**src/bpl_pkg.sv**
```systemverilog
/*
  Package for the battery protection state logic: fault codes, flag layout,
  timing constants and the carrier structs shared by the design files.
  Assumes analog comparators outside present clean fault levels.
*/
package bpl_pkg;

  // ************************************************************
  // Timing
  // ************************************************************
  localparam int unsigned CLK_HZ          = 40000000;
  localparam int unsigned MIN_DELAY_NS    = 100;     // Delay-test qualification time
  localparam int unsigned MIN_DELAY_CYC   =
    ((MIN_DELAY_NS * 40) + 999) / 1000;              // Rounded up at 40 cycles per us
  localparam int unsigned DLY_W           = 16;      // Width of delay settings
  localparam logic [15:0] DLY_RESET       = 16'h0000;

  // ************************************************************
  // Flag positions in the status vector
  // ************************************************************
  localparam int unsigned FLG_SHORT       = 0;
  localparam int unsigned FLG_OVERCUR     = 1;
  localparam int unsigned FLG_OVERVOLT    = 2;
  localparam int unsigned FLG_UNDERVOLT   = 3;
  localparam int unsigned FLG_TEMP        = 4;
  localparam int unsigned NUM_FLAGS       = 5;
  localparam logic [4:0]  FLAGS_RESET     = 5'h00;

  // ************************************************************
  // Carriers
  // ************************************************************
  typedef struct packed {
    logic short_circuit;
    logic overcurrent;
    logic overvoltage;
    logic undervoltage;
    logic temperature;
  } bpl_fault_s;

  typedef struct packed {
    logic [15:0] short_dly;
    logic [15:0] overcur_dly;
    logic [15:0] overvolt_dly;
    logic [15:0] undervolt_dly;
  } bpl_delay_s;

  // Latch-clear sequence tracker, Gray coded from IDLE to ONE to ZERO; ZERO back to IDLE flips both bits
  typedef enum logic [1:0] {
    BPL_LC_IDLE = 2'b00,
    BPL_LC_ONE  = 2'b01,
    BPL_LC_ZERO = 2'b11
  } bpl_lc_e;

endpackage : bpl_pkg

```
**src/bpl_sync.sv**
```systemverilog
/*
  Two flip-flop synchroniser for a vector of asynchronous levels.
  Assumes inputs are slow levels; no multi-bit coherence is promised.
*/
`timescale 1ns/10ps
module bpl_sync #(
  parameter int unsigned W = 1
) (
  input  wire logic         clk,
  input  wire logic         rst_n,
  input  wire logic [W-1:0] d,
  output logic      [W-1:0] q
);

  // An empty vector has nothing to carry; refused at elaboration
  if (W < 1)
  begin : g_bad_width
    $error("bpl_sync: width must be at least one");
  end

  logic [W-1:0] meta_reg;
  logic [W-1:0] meta_next;
  logic [W-1:0] q_next;

  // ************************************************************
  // Next values: first stage only feeds the second
  // ************************************************************
  always_comb
  begin
    meta_next = d;
    q_next    = meta_reg;
  end

  always_ff @(posedge clk or negedge rst_n)
  begin
    if (!rst_n)
    begin
      meta_reg <= '0;
      q        <= '0;
    end
    else
    begin
      meta_reg <= meta_next;
      q        <= q_next;
    end
  end

endmodule : bpl_sync

```
**src/bpl_qual.sv**
```systemverilog
/*
  Fault qualification timer: asserts once the fault level has held for the
  programmed delay, or the short test delay when test is high.
  Assumes fault is already synchronised to clk.
*/
`timescale 1ns/10ps
module bpl_qual #(
  parameter int unsigned DW = bpl_pkg::DLY_W
) (
  input  wire logic          clk,
  input  wire logic          rst_n,
  input  wire logic          fault,
  input  wire logic          test,
  input  wire logic [DW-1:0] delay,
  output logic               qual
);

  // Narrower counters cannot hold useful delays; refused at elaboration
  if (DW < 8)
  begin : g_bad_width
    $error("bpl_qual: delay width too small");
  end

  logic [DW-1:0] cnt_reg;
  logic [DW-1:0] cnt_next;
  logic [DW-1:0] limit;
  logic          qual_next;

  // ************************************************************
  // Counter restarts whenever the fault drops out early
  // ************************************************************
  always_comb
  begin
    limit     = test ? DW'(bpl_pkg::MIN_DELAY_CYC) : delay;
    cnt_next  = cnt_reg;
    qual_next = 1'b0;
    if (!fault)
      cnt_next = '0;
    else if (cnt_reg >= limit)
      qual_next = 1'b1;
    else
      cnt_next = cnt_reg + DW'(1);
  end

  always_ff @(posedge clk or negedge rst_n)
  begin
    if (!rst_n)
    begin
      cnt_reg <= '0;
      qual    <= 1'b0;
    end
    else
    begin
      cnt_reg <= cnt_next;
      qual    <= qual_next;
    end
  end

endmodule : bpl_qual

```
**src/bpl_prot.sv**
```systemverilog
/*
  Battery protection state logic: qualifies faults, keeps status flags that
  latch in host-control mode only, drives the alert and the charge and discharge
  switch controls in stand-alone and host-control modes.
  Assumes fault comparators are asynchronous levels and host commands are
  decoded elsewhere into levels and one-cycle pulses on this clock.
*/
`timescale 1ns/10ps
module bpl_prot (
  input  wire logic               MCLK,
  input  wire logic               RST_B,
  input  wire logic               HOST_MODE,       // 1 = host-control mode
  input  wire logic               SHORT_CIRCUIT_DET,
  input  wire logic               OVERCURRENT_DET,
  input  wire logic               OVERVOLTAGE_DET,
  input  wire logic               UNDERVOLTAGE_DET,
  input  wire logic               TEMP_BELOW_TRIP,  // Sense input below trip level
  input  wire logic               TEMP_ABOVE_RECOV, // Sense input above recovery level
  input  wire logic               PACK_AT_ZERO,     // Pack terminal at 0 V
  input  wire logic               DELAY_TEST_INPUT,
  input  wire bpl_pkg::bpl_delay_s DELAYS,
  input  wire logic               LATCH_CLEAR,
  input  wire logic               STATUS_READ,      // One-cycle pulse
  input  wire logic               UNDERVOLTAGE_SWITCH_DISABLE,
  input  wire logic               THERMISTOR_BIAS_EN,
  input  wire logic               HOST_CHARGE_ON,
  input  wire logic               HOST_DISCHARGE_ON,
  input  wire logic               SHUTDOWN_BIT,
  output bpl_pkg::bpl_fault_s     STATUS_FLAGS,
  output logic                    ALERT_N_OUT,
  output logic                    ALERT_N_OE,
  output logic                    CHARGE_SWITCH,
  output logic                    DISCHARGE_SWITCH,
  output logic                    THERMISTOR_BIAS,
  output logic                    SHUTDOWN
);

  // ************************************************************
  // Input synchronisation
  // ************************************************************
  localparam int unsigned NSYNC = 8;
  logic [NSYNC-1:0] raw_in;
  logic [NSYNC-1:0] syn;
  logic             sc_s;
  logic             oc_s;
  logic             ov_s;
  logic             uv_s;
  logic             tlow_s;
  logic             thigh_s;
  logic             pz_s;
  logic             dt_s;

  assign raw_in = {SHORT_CIRCUIT_DET, OVERCURRENT_DET, OVERVOLTAGE_DET, UNDERVOLTAGE_DET,
                   TEMP_BELOW_TRIP, TEMP_ABOVE_RECOV, PACK_AT_ZERO, DELAY_TEST_INPUT};
  assign {sc_s, oc_s, ov_s, uv_s, tlow_s, thigh_s, pz_s, dt_s} = syn;

  // Comparator levels cross in from the analog side
  bpl_sync #(
    .W (NSYNC)
  ) u_sync (
    .clk   (MCLK),
    .rst_n (RST_B),
    .d     (raw_in),
    .q     (syn)
  );

  // ************************************************************
  // Qualification timers
  // ************************************************************
  logic [3:0]  fault_lvl;
  logic [3:0]  fault_q;
  logic [15:0] dly_sel [4];

  assign fault_lvl = {sc_s, oc_s, ov_s, uv_s};
  assign dly_sel[3] = DELAYS.short_dly;
  assign dly_sel[2] = DELAYS.overcur_dly;
  assign dly_sel[1] = DELAYS.overvolt_dly;
  assign dly_sel[0] = DELAYS.undervolt_dly;

  // One timer per delayed fault
  genvar gi;
  generate
    for (gi = 0; gi < 4; gi++)
    begin : g_qual
      bpl_qual #(
        .DW (bpl_pkg::DLY_W)
      ) u_qual (
        .clk   (MCLK),
        .rst_n (RST_B),
        .fault (fault_lvl[gi]),
        .test  (dt_s),
        .delay (dly_sel[gi]),
        .qual  (fault_q[gi])
      );
    end
  endgenerate

  // Temperature is always sensed in stand-alone mode, in host-control mode only while the bias is enabled
  logic temp_trip;
  logic temp_recov;
  assign temp_trip  = (THERMISTOR_BIAS_EN || !HOST_MODE) && tlow_s;
  assign temp_recov = (THERMISTOR_BIAS_EN || !HOST_MODE) && thigh_s;

  // ************************************************************
  // Latch-clear sequence tracker
  // ************************************************************
  bpl_pkg::bpl_lc_e lc_reg;
  bpl_pkg::bpl_lc_e lc_next;
  logic             lc_prev_reg;
  logic             lc_prev_next;
  logic             lc_release;    // Falling edge of latch clear

  always_comb
  begin
    lc_next      = lc_reg;
    lc_prev_next = LATCH_CLEAR;
    lc_release   = lc_prev_reg && !LATCH_CLEAR;
    case (lc_reg)
      bpl_pkg::BPL_LC_IDLE: if (LATCH_CLEAR) lc_next = bpl_pkg::BPL_LC_ONE;
      bpl_pkg::BPL_LC_ONE:  if (!LATCH_CLEAR) lc_next = bpl_pkg::BPL_LC_ZERO;
      bpl_pkg::BPL_LC_ZERO: if (STATUS_READ) lc_next = bpl_pkg::BPL_LC_IDLE;
                            else if (LATCH_CLEAR) lc_next = bpl_pkg::BPL_LC_ONE;
      default:              lc_next = bpl_pkg::BPL_LC_IDLE;
    endcase
  end

  always_ff @(posedge MCLK or negedge RST_B)
  begin
    if (!RST_B)
    begin
      lc_reg      <= bpl_pkg::BPL_LC_IDLE;
      lc_prev_reg <= 1'b0;
    end
    else
    begin
      lc_reg      <= lc_next;
      lc_prev_reg <= lc_prev_next;
    end
  end

  // ************************************************************
  // Flags, alert and switches
  // ************************************************************
  logic [4:0]  active;          // Qualified conditions, flag order
  logic [4:0]  flags_reg;
  logic [4:0]  flags_next;
  logic [4:0]  lc_armed_reg;    // Latch released since fault went away
  logic [4:0]  lc_armed_next;
  logic        alert_reg;
  logic        alert_next;
  logic        temp_hold_reg;
  logic        temp_hold_next;
  logic        chg_reg;
  logic        chg_next;
  logic        dsg_reg;
  logic        dsg_next;
  logic        shd_reg;
  logic        shd_next;
  logic        bias_reg;
  logic        ack_read;

  // Temperature stays tripped until the recovery level is seen
  always_comb
  begin
    temp_hold_next = temp_hold_reg;
    if (temp_trip)
      temp_hold_next = 1'b1;
    else if (temp_recov)
      temp_hold_next = 1'b0;
  end

  always_comb
  begin
    active[bpl_pkg::FLG_SHORT]     = fault_q[3];
    active[bpl_pkg::FLG_OVERCUR]   = fault_q[2];
    active[bpl_pkg::FLG_OVERVOLT]  = fault_q[1];
    active[bpl_pkg::FLG_UNDERVOLT] = fault_q[0];
    active[bpl_pkg::FLG_TEMP]      = temp_hold_reg;
  end

  // Flag update: a new fault always wins over a clear in the same cycle
  always_comb
  begin
    flags_next    = flags_reg;
    lc_armed_next = lc_armed_reg;
    alert_next    = alert_reg;
    ack_read      = STATUS_READ && (lc_reg == bpl_pkg::BPL_LC_ZERO);
    if (!HOST_MODE)
    begin
      // Stand-alone: flags follow the qualified conditions
      flags_next    = active;
      lc_armed_next = '0;
      alert_next    = ~|active;
    end
    else
    begin
      for (int i = 0; i < bpl_pkg::NUM_FLAGS; i++)
      begin
        if (active[i])
          lc_armed_next[i] = 1'b0;
        else if (lc_release && flags_reg[i])
          lc_armed_next[i] = 1'b1;
        if (ack_read && lc_armed_reg[i] && !active[i])
        begin
          flags_next[i]    = 1'b0;
          lc_armed_next[i] = 1'b0;
        end
        if (active[i])
          flags_next[i] = 1'b1;
      end
      if (|(active & ~flags_reg))
        alert_next = 1'b0;
      else if (ack_read && !(|flags_next))
        alert_next = 1'b1;
    end
  end

  // Switch control per mode
  always_comb
  begin
    chg_next = chg_reg;
    dsg_next = dsg_reg;
    shd_next = shd_reg;
    if (!HOST_MODE)
    begin
      chg_next = !(active[bpl_pkg::FLG_SHORT] || active[bpl_pkg::FLG_OVERCUR]
                   || active[bpl_pkg::FLG_OVERVOLT] || active[bpl_pkg::FLG_TEMP]);
      dsg_next = !(active[bpl_pkg::FLG_SHORT] || active[bpl_pkg::FLG_OVERCUR]
                   || active[bpl_pkg::FLG_UNDERVOLT] || active[bpl_pkg::FLG_TEMP]);
      if (active[bpl_pkg::FLG_UNDERVOLT] && pz_s)
        shd_next = 1'b1;
    end
    else
    begin
      // Host commands are obeyed only while no fault forces the switch off
      chg_next = HOST_CHARGE_ON && !(flags_next[bpl_pkg::FLG_SHORT]
                 || flags_next[bpl_pkg::FLG_OVERCUR] || flags_next[bpl_pkg::FLG_OVERVOLT]
                 || flags_next[bpl_pkg::FLG_TEMP]);
      dsg_next = HOST_DISCHARGE_ON && !(flags_next[bpl_pkg::FLG_SHORT]
                 || flags_next[bpl_pkg::FLG_OVERCUR] || flags_next[bpl_pkg::FLG_TEMP]
                 || (flags_next[bpl_pkg::FLG_UNDERVOLT]
                     && !UNDERVOLTAGE_SWITCH_DISABLE));
      // Shutdown once asked; host is trusted to have drained the pack
      if (SHUTDOWN_BIT)
        shd_next = 1'b1;
    end
    if (shd_next)
    begin
      chg_next = 1'b0;
      dsg_next = 1'b0;
    end
  end

  always_ff @(posedge MCLK or negedge RST_B)
  begin
    if (!RST_B)
    begin
      flags_reg     <= bpl_pkg::FLAGS_RESET;
      lc_armed_reg  <= '0;
      alert_reg     <= 1'b1;
      temp_hold_reg <= 1'b0;
      chg_reg       <= 1'b0;
      dsg_reg       <= 1'b0;
      shd_reg       <= 1'b0;
      bias_reg      <= 1'b0;
    end
    else
    begin
      flags_reg     <= flags_next;
      lc_armed_reg  <= lc_armed_next;
      alert_reg     <= alert_next;
      temp_hold_reg <= temp_hold_next;
      chg_reg       <= chg_next;
      dsg_reg       <= dsg_next;
      shd_reg       <= shd_next;
      bias_reg      <= THERMISTOR_BIAS_EN;
    end
  end

  // ************************************************************
  // Outputs, all from flip-flops except ALERT_N_OUT, which is tied low
  // ************************************************************
  // One driver for the whole carrier, fields in struct order
  assign STATUS_FLAGS     = {flags_reg[bpl_pkg::FLG_SHORT],
                             flags_reg[bpl_pkg::FLG_OVERCUR],
                             flags_reg[bpl_pkg::FLG_OVERVOLT],
                             flags_reg[bpl_pkg::FLG_UNDERVOLT],
                             flags_reg[bpl_pkg::FLG_TEMP]};
  assign ALERT_N_OUT      = 1'b0;          // Open drain: only ever pulls low
  assign ALERT_N_OE       = ~alert_reg;
  assign CHARGE_SWITCH    = chg_reg;
  assign DISCHARGE_SWITCH = dsg_reg;
  assign THERMISTOR_BIAS  = bias_reg;
  assign SHUTDOWN         = shd_reg;

endmodule : bpl_prot

```
**config.mk**
```make
export PLATFORM = sky130hd
export DESIGN_NAME = bpl_prot
export DESIGN_NICKNAME = d
export VERILOG_FILES = /design/src/bpl_pkg.sv /design/src/bpl_sync.sv /design/src/bpl_qual.sv /design/src/bpl_prot.sv
export SDC_FILE = /design/constraint.sdc
export NUM_CORES = 1
export LEC_CHECK = 0
export BUFFER_PORTS_ARGS = -buffer_cell sky130_fd_sc_hd__buf_2
export CAP_MARGIN = 20
export CELL_PAD_IN_SITES_DETAIL_PLACEMENT = 0
export CELL_PAD_IN_SITES_GLOBAL_PLACEMENT = 1
export CORE_MARGIN = 2
export CORE_UTILIZATION = 44
export CTS_BUF_LIST = sky130_fd_sc_hd__clkbuf_16
export DETAILED_ROUTE_END_ITERATION = 8
export PLACE_DENSITY_LB_ADDON = 0.1
export SYNTH_ARGS = -nofsm -noshare
export SYNTH_HDL_FRONTEND = slang
export SYNTH_SLANG_ARGS = --single-unit
```
**constraint.sdc**
```tcl
create_clock -name MCLK -period 3.8 [get_ports MCLK]
set_input_delay 0.57 -clock MCLK [delete_from_list [all_inputs] [get_ports MCLK]]
set_output_delay 0.57 -clock MCLK [all_outputs]
set_load 0.02 [all_outputs]
```
==> flow_summary_export.csv <==
group,metric,value,unit
floorplan,die_y,125.2,um
timing,slew-limit-headroom,0.5260,
routing,routed_via_density,5.488,
yosys,synth_top_cell_by_area,"dfrtp_1",
timing,setup_violations,0,
cts,clock_latency,0.36,ns
cts,cts-resized-gates,0,
cells_and_area,layout-drive-gt1-share,0.1505,
timing,period_minus_slack,3.154,ns
yosys,synth_edf_count,0,
worst_setup_path,critical_path.startpoint_type,"flip-flop",
yosys,synth_area,6462,um^2
yosys,ys_seq_area_frac,0.3990,
cts,numCtsBuffers,9,
floorplan,num_rows,44,
cts,cts-htree-levels,3,
flow_run,max_cap_violations,0,
routing,drc,0,
global_routing,grt_max_degree,84,
cells_and_area,largest_register_ffs,64,
floorplan,die_area,15670,um^2
yosys,synthArstFlopShare,1.000,
pwr,power.density,310.6,nW/um^2
pwr,p_seq_frac,0.501,
timing,fin_skew,0.009611,ns
worst_hold_path,hold_class,"primary input to asynchronous set/reset pin",
worst_setup_path,timing.rr.start,"u_sync.q[0]$_DFF_PN0_",
worst_setup_path,rr_endpoint,"g_qual[1].u_qual.cnt_reg[14]$_DFFE_PN0P_",
floorplan,core_region_area,14420,um^2
routing,ant_nets,0,
timing,fin_crit_sh,0.8301,
global_routing,grt_overflow_total,0,
placement,dpl_worst_slack,0.6608,ns
routing,drtIter0Drc,312,
global_routing,first_global_vias,5605,
timing,rsz0062_at_grt,"false",
cts,clk_path_buf_depth,2,
placement,portBuffers,91,
yosys,syn_avg_cell_area,9.115,um^2
timing,finalWorstSetupSlack,0.6455,ns
global_routing,antenna_found_initial,0,
cts,ctsHoldBuffers,0,
floorplan,initial_core_util,0.4480,
routing,dr.pass1.iters,4,
worst_setup_path,cp.required,4.07,ns
yosys,yosysTopAreaCellShare,0.3950,
worst_setup_path,r2r_cells,9,
cells_and_area,area_delta_synth_final,14.85,%
yosys,synth.most_common_cell,"dfrtp_1",
cts,cts_root_buf,"clkbuf_16",
floorplan,ioPinCount,93,
timing,tns,0,ns
worst_setup_path,crit_type,"flip-flop to flip-flop",
routing,wl_per_cell,15.15,um
pwr,leakage,3.372,nW
cells_and_area,nFillCells,1358,
timing,hold_violations,0,
worst_setup_path,reg2reg_slack,0.65,ns
pwr,pwr-share-comb,0.116,
pwr,clkPwrFrac,0.383,
floorplan,die_width,125.2,um
pwr,swShare,0.2649,
timing,drv_slew,0,
yosys,ys_seq_elements,103,
timing,tightest_slew,0.7063,ns
cts,clock-sinks,103,
cts,cts_tree,"yes",
placement,dp_hpwl,11.35,mm
yosys,yosys-top-cells-area,"dfrtp_1 39%, ha_1 13%, nand2b_1 6.5%, a21oi_1 4.5%, nand2_1 3.9%",
routing,num_vias,5428,
status,status,"finished clean",
worst_setup_path,critPathMaxFanout,29,
global_routing,grt_usage,0.2041,
worst_setup_path,crit_path_end_kind,"flip-flop",
yosys,netlist_instances,709,
global_routing,grt_pass1_wl,26.41,mm
routing,finalWirelength,14.98,mm
cts,cts_setup_buffers,0,
yosys,synth_cell_type_count,57,
pwr,power,2.305,mW
yosys,synth_nets,859,
pwr,power.switching,0.6107,mW
placement,place_congestion,0.7977,
yosys,ys.flop_type,"dfrtp_1",
worst_setup_path,cp_data_arrival_time,3.43,ns
yosys,yosysWarnings,0,
pwr,vdd_drop_max,0.2201,mV
yosys,synthTopCellsByCount,"102 x dfrtp_1, 68 x ha_1, 67 x nand2_1, 67 x nand2b_1, 58 x a21oi_1",
cells_and_area,num-nets-final,949,
pwr,p_int,1.694,mW
timing,fmax,317.0,MHz
cts,clkTransAtPathRegs,0.07,ns
-- power groups by stage --
| stage | Combinational [mW] | Sequential, mW | Clock [mW] |
|---|---|---|---|
| floorplan | 0.160 | 1.17 | 0 |
| global placement | 0.259 | 1.17 | 0 |
| detailed placement | 0.269 | 1.18 | 0 |
| CTS | 0.270 | 1.15 | 0.919 |
| global route | 0.307 | 1.16 | 0.969 |
| finish | 0.267 | 1.15 | 0.884 |
-- cells in the final DEF (no fill, tap or decap), drive strengths merged, types with 10 or more instances in the layout --
master and n:
a21oi 59, buf 97, dfrtp 102, ha 68, inv 31, mux2i 11
nand2 67, nand2b 68, nand3 32, nand4 16, nor2 43, nor2b 10
nor3 13, o21ai 40, o31ai 15, or3 20, or4 16, xnor2 10
-- cell type report --
cell class                      instances  area [um^2]  share of cell area
Multi-Input combinational cell        558         3696              0.4980
Sequential cell                       103         2579              0.3474
Timing Repair Buffer                   97        523.0             0.07047
Tap cell                              184        230.2             0.03102
Clock buffer                            9        225.2             0.03034
Inverter                               30        112.6             0.01517
Clock inverter                          7        53.80            0.007249
Antenna cell                            1        2.502           0.0003372
-- cell families after synthesis --
logic type	share of synthesized area
buffers and inverters	0.02904
and+or+nand+nor	0.2519
AOI/OAI and AO/OA	0.1518
muxes	0.01704
other	0.0005803
DFF	0.3990
xor gates and xnor gates	0.01897
adders and majority gates	0.1317
-- stage by stage --
step | hold WS (ns) | area (um^2) | util | instances
global placement | 0.3313 | 7113 | 0.4931 | 971
finish | 0.1345 | 7422 | 0.5146 | 989
floorplan | 0.2744 | 6462 | - | 709
detailed placement | 0.3347 | 7113 | 0.4931 | 971
CTS | 0.2995 | 7392 | 0.5125 | 987
global route | 0.1459 | 7420 | 0.5144 | 988
-- critical path, stage by stage, from the launching register on --
cell and delay, ns:
dfrtp_1 0.52, buf_4 0.33, nand2b_1 0.16, ha_1 0.24
a21oi_1 0.14, o21ai_0 0.11, a31oi_1 0.35, nand2_1 0.43
or4_1 0.61, a21oi_1 0.16
-- routing by layer --
metal	track usage	part of all wire	wire [um]
met1	0.2689	0.47	7092
met2	0.3456	0.48	7228
met3	0.04750	0.034	515
met4	0.04314	0.0096	144
met5	0	0	0
-- worst max path at each step --
stage	start	end	slack [ns]	cells after the start
finish	u_sync.q[0]$_DFF_PN0_	g_qual[1].u_qual.cnt_reg[14]$_DFFE_PN0P_	0.65	9
detailed placement	u_sync.q[0]$_DFF_PN0_	g_qual[1].u_qual.cnt_reg[14]$_DFFE_PN0P_	0.66	9
global route	u_sync.q[0]$_DFF_PN0_	g_qual[1].u_qual.cnt_reg[12]$_DFFE_PN0P_	0.27	9
floorplan	u_sync.q[0]$_DFF_PN0_	g_qual[3].u_qual.cnt_reg[11]$_DFFE_PN0P_	1.11	10
global placement	DELAYS[32]	g_qual[2].u_qual.cnt_reg[12]$_DFFE_PN0P_	0.72	9
CTS	u_sync.q[0]$_DFF_PN0_	g_qual[1].u_qual.cnt_reg[14]$_DFFE_PN0P_	0.63	9
Note: power is estimated with default switching activity, not from simulation.
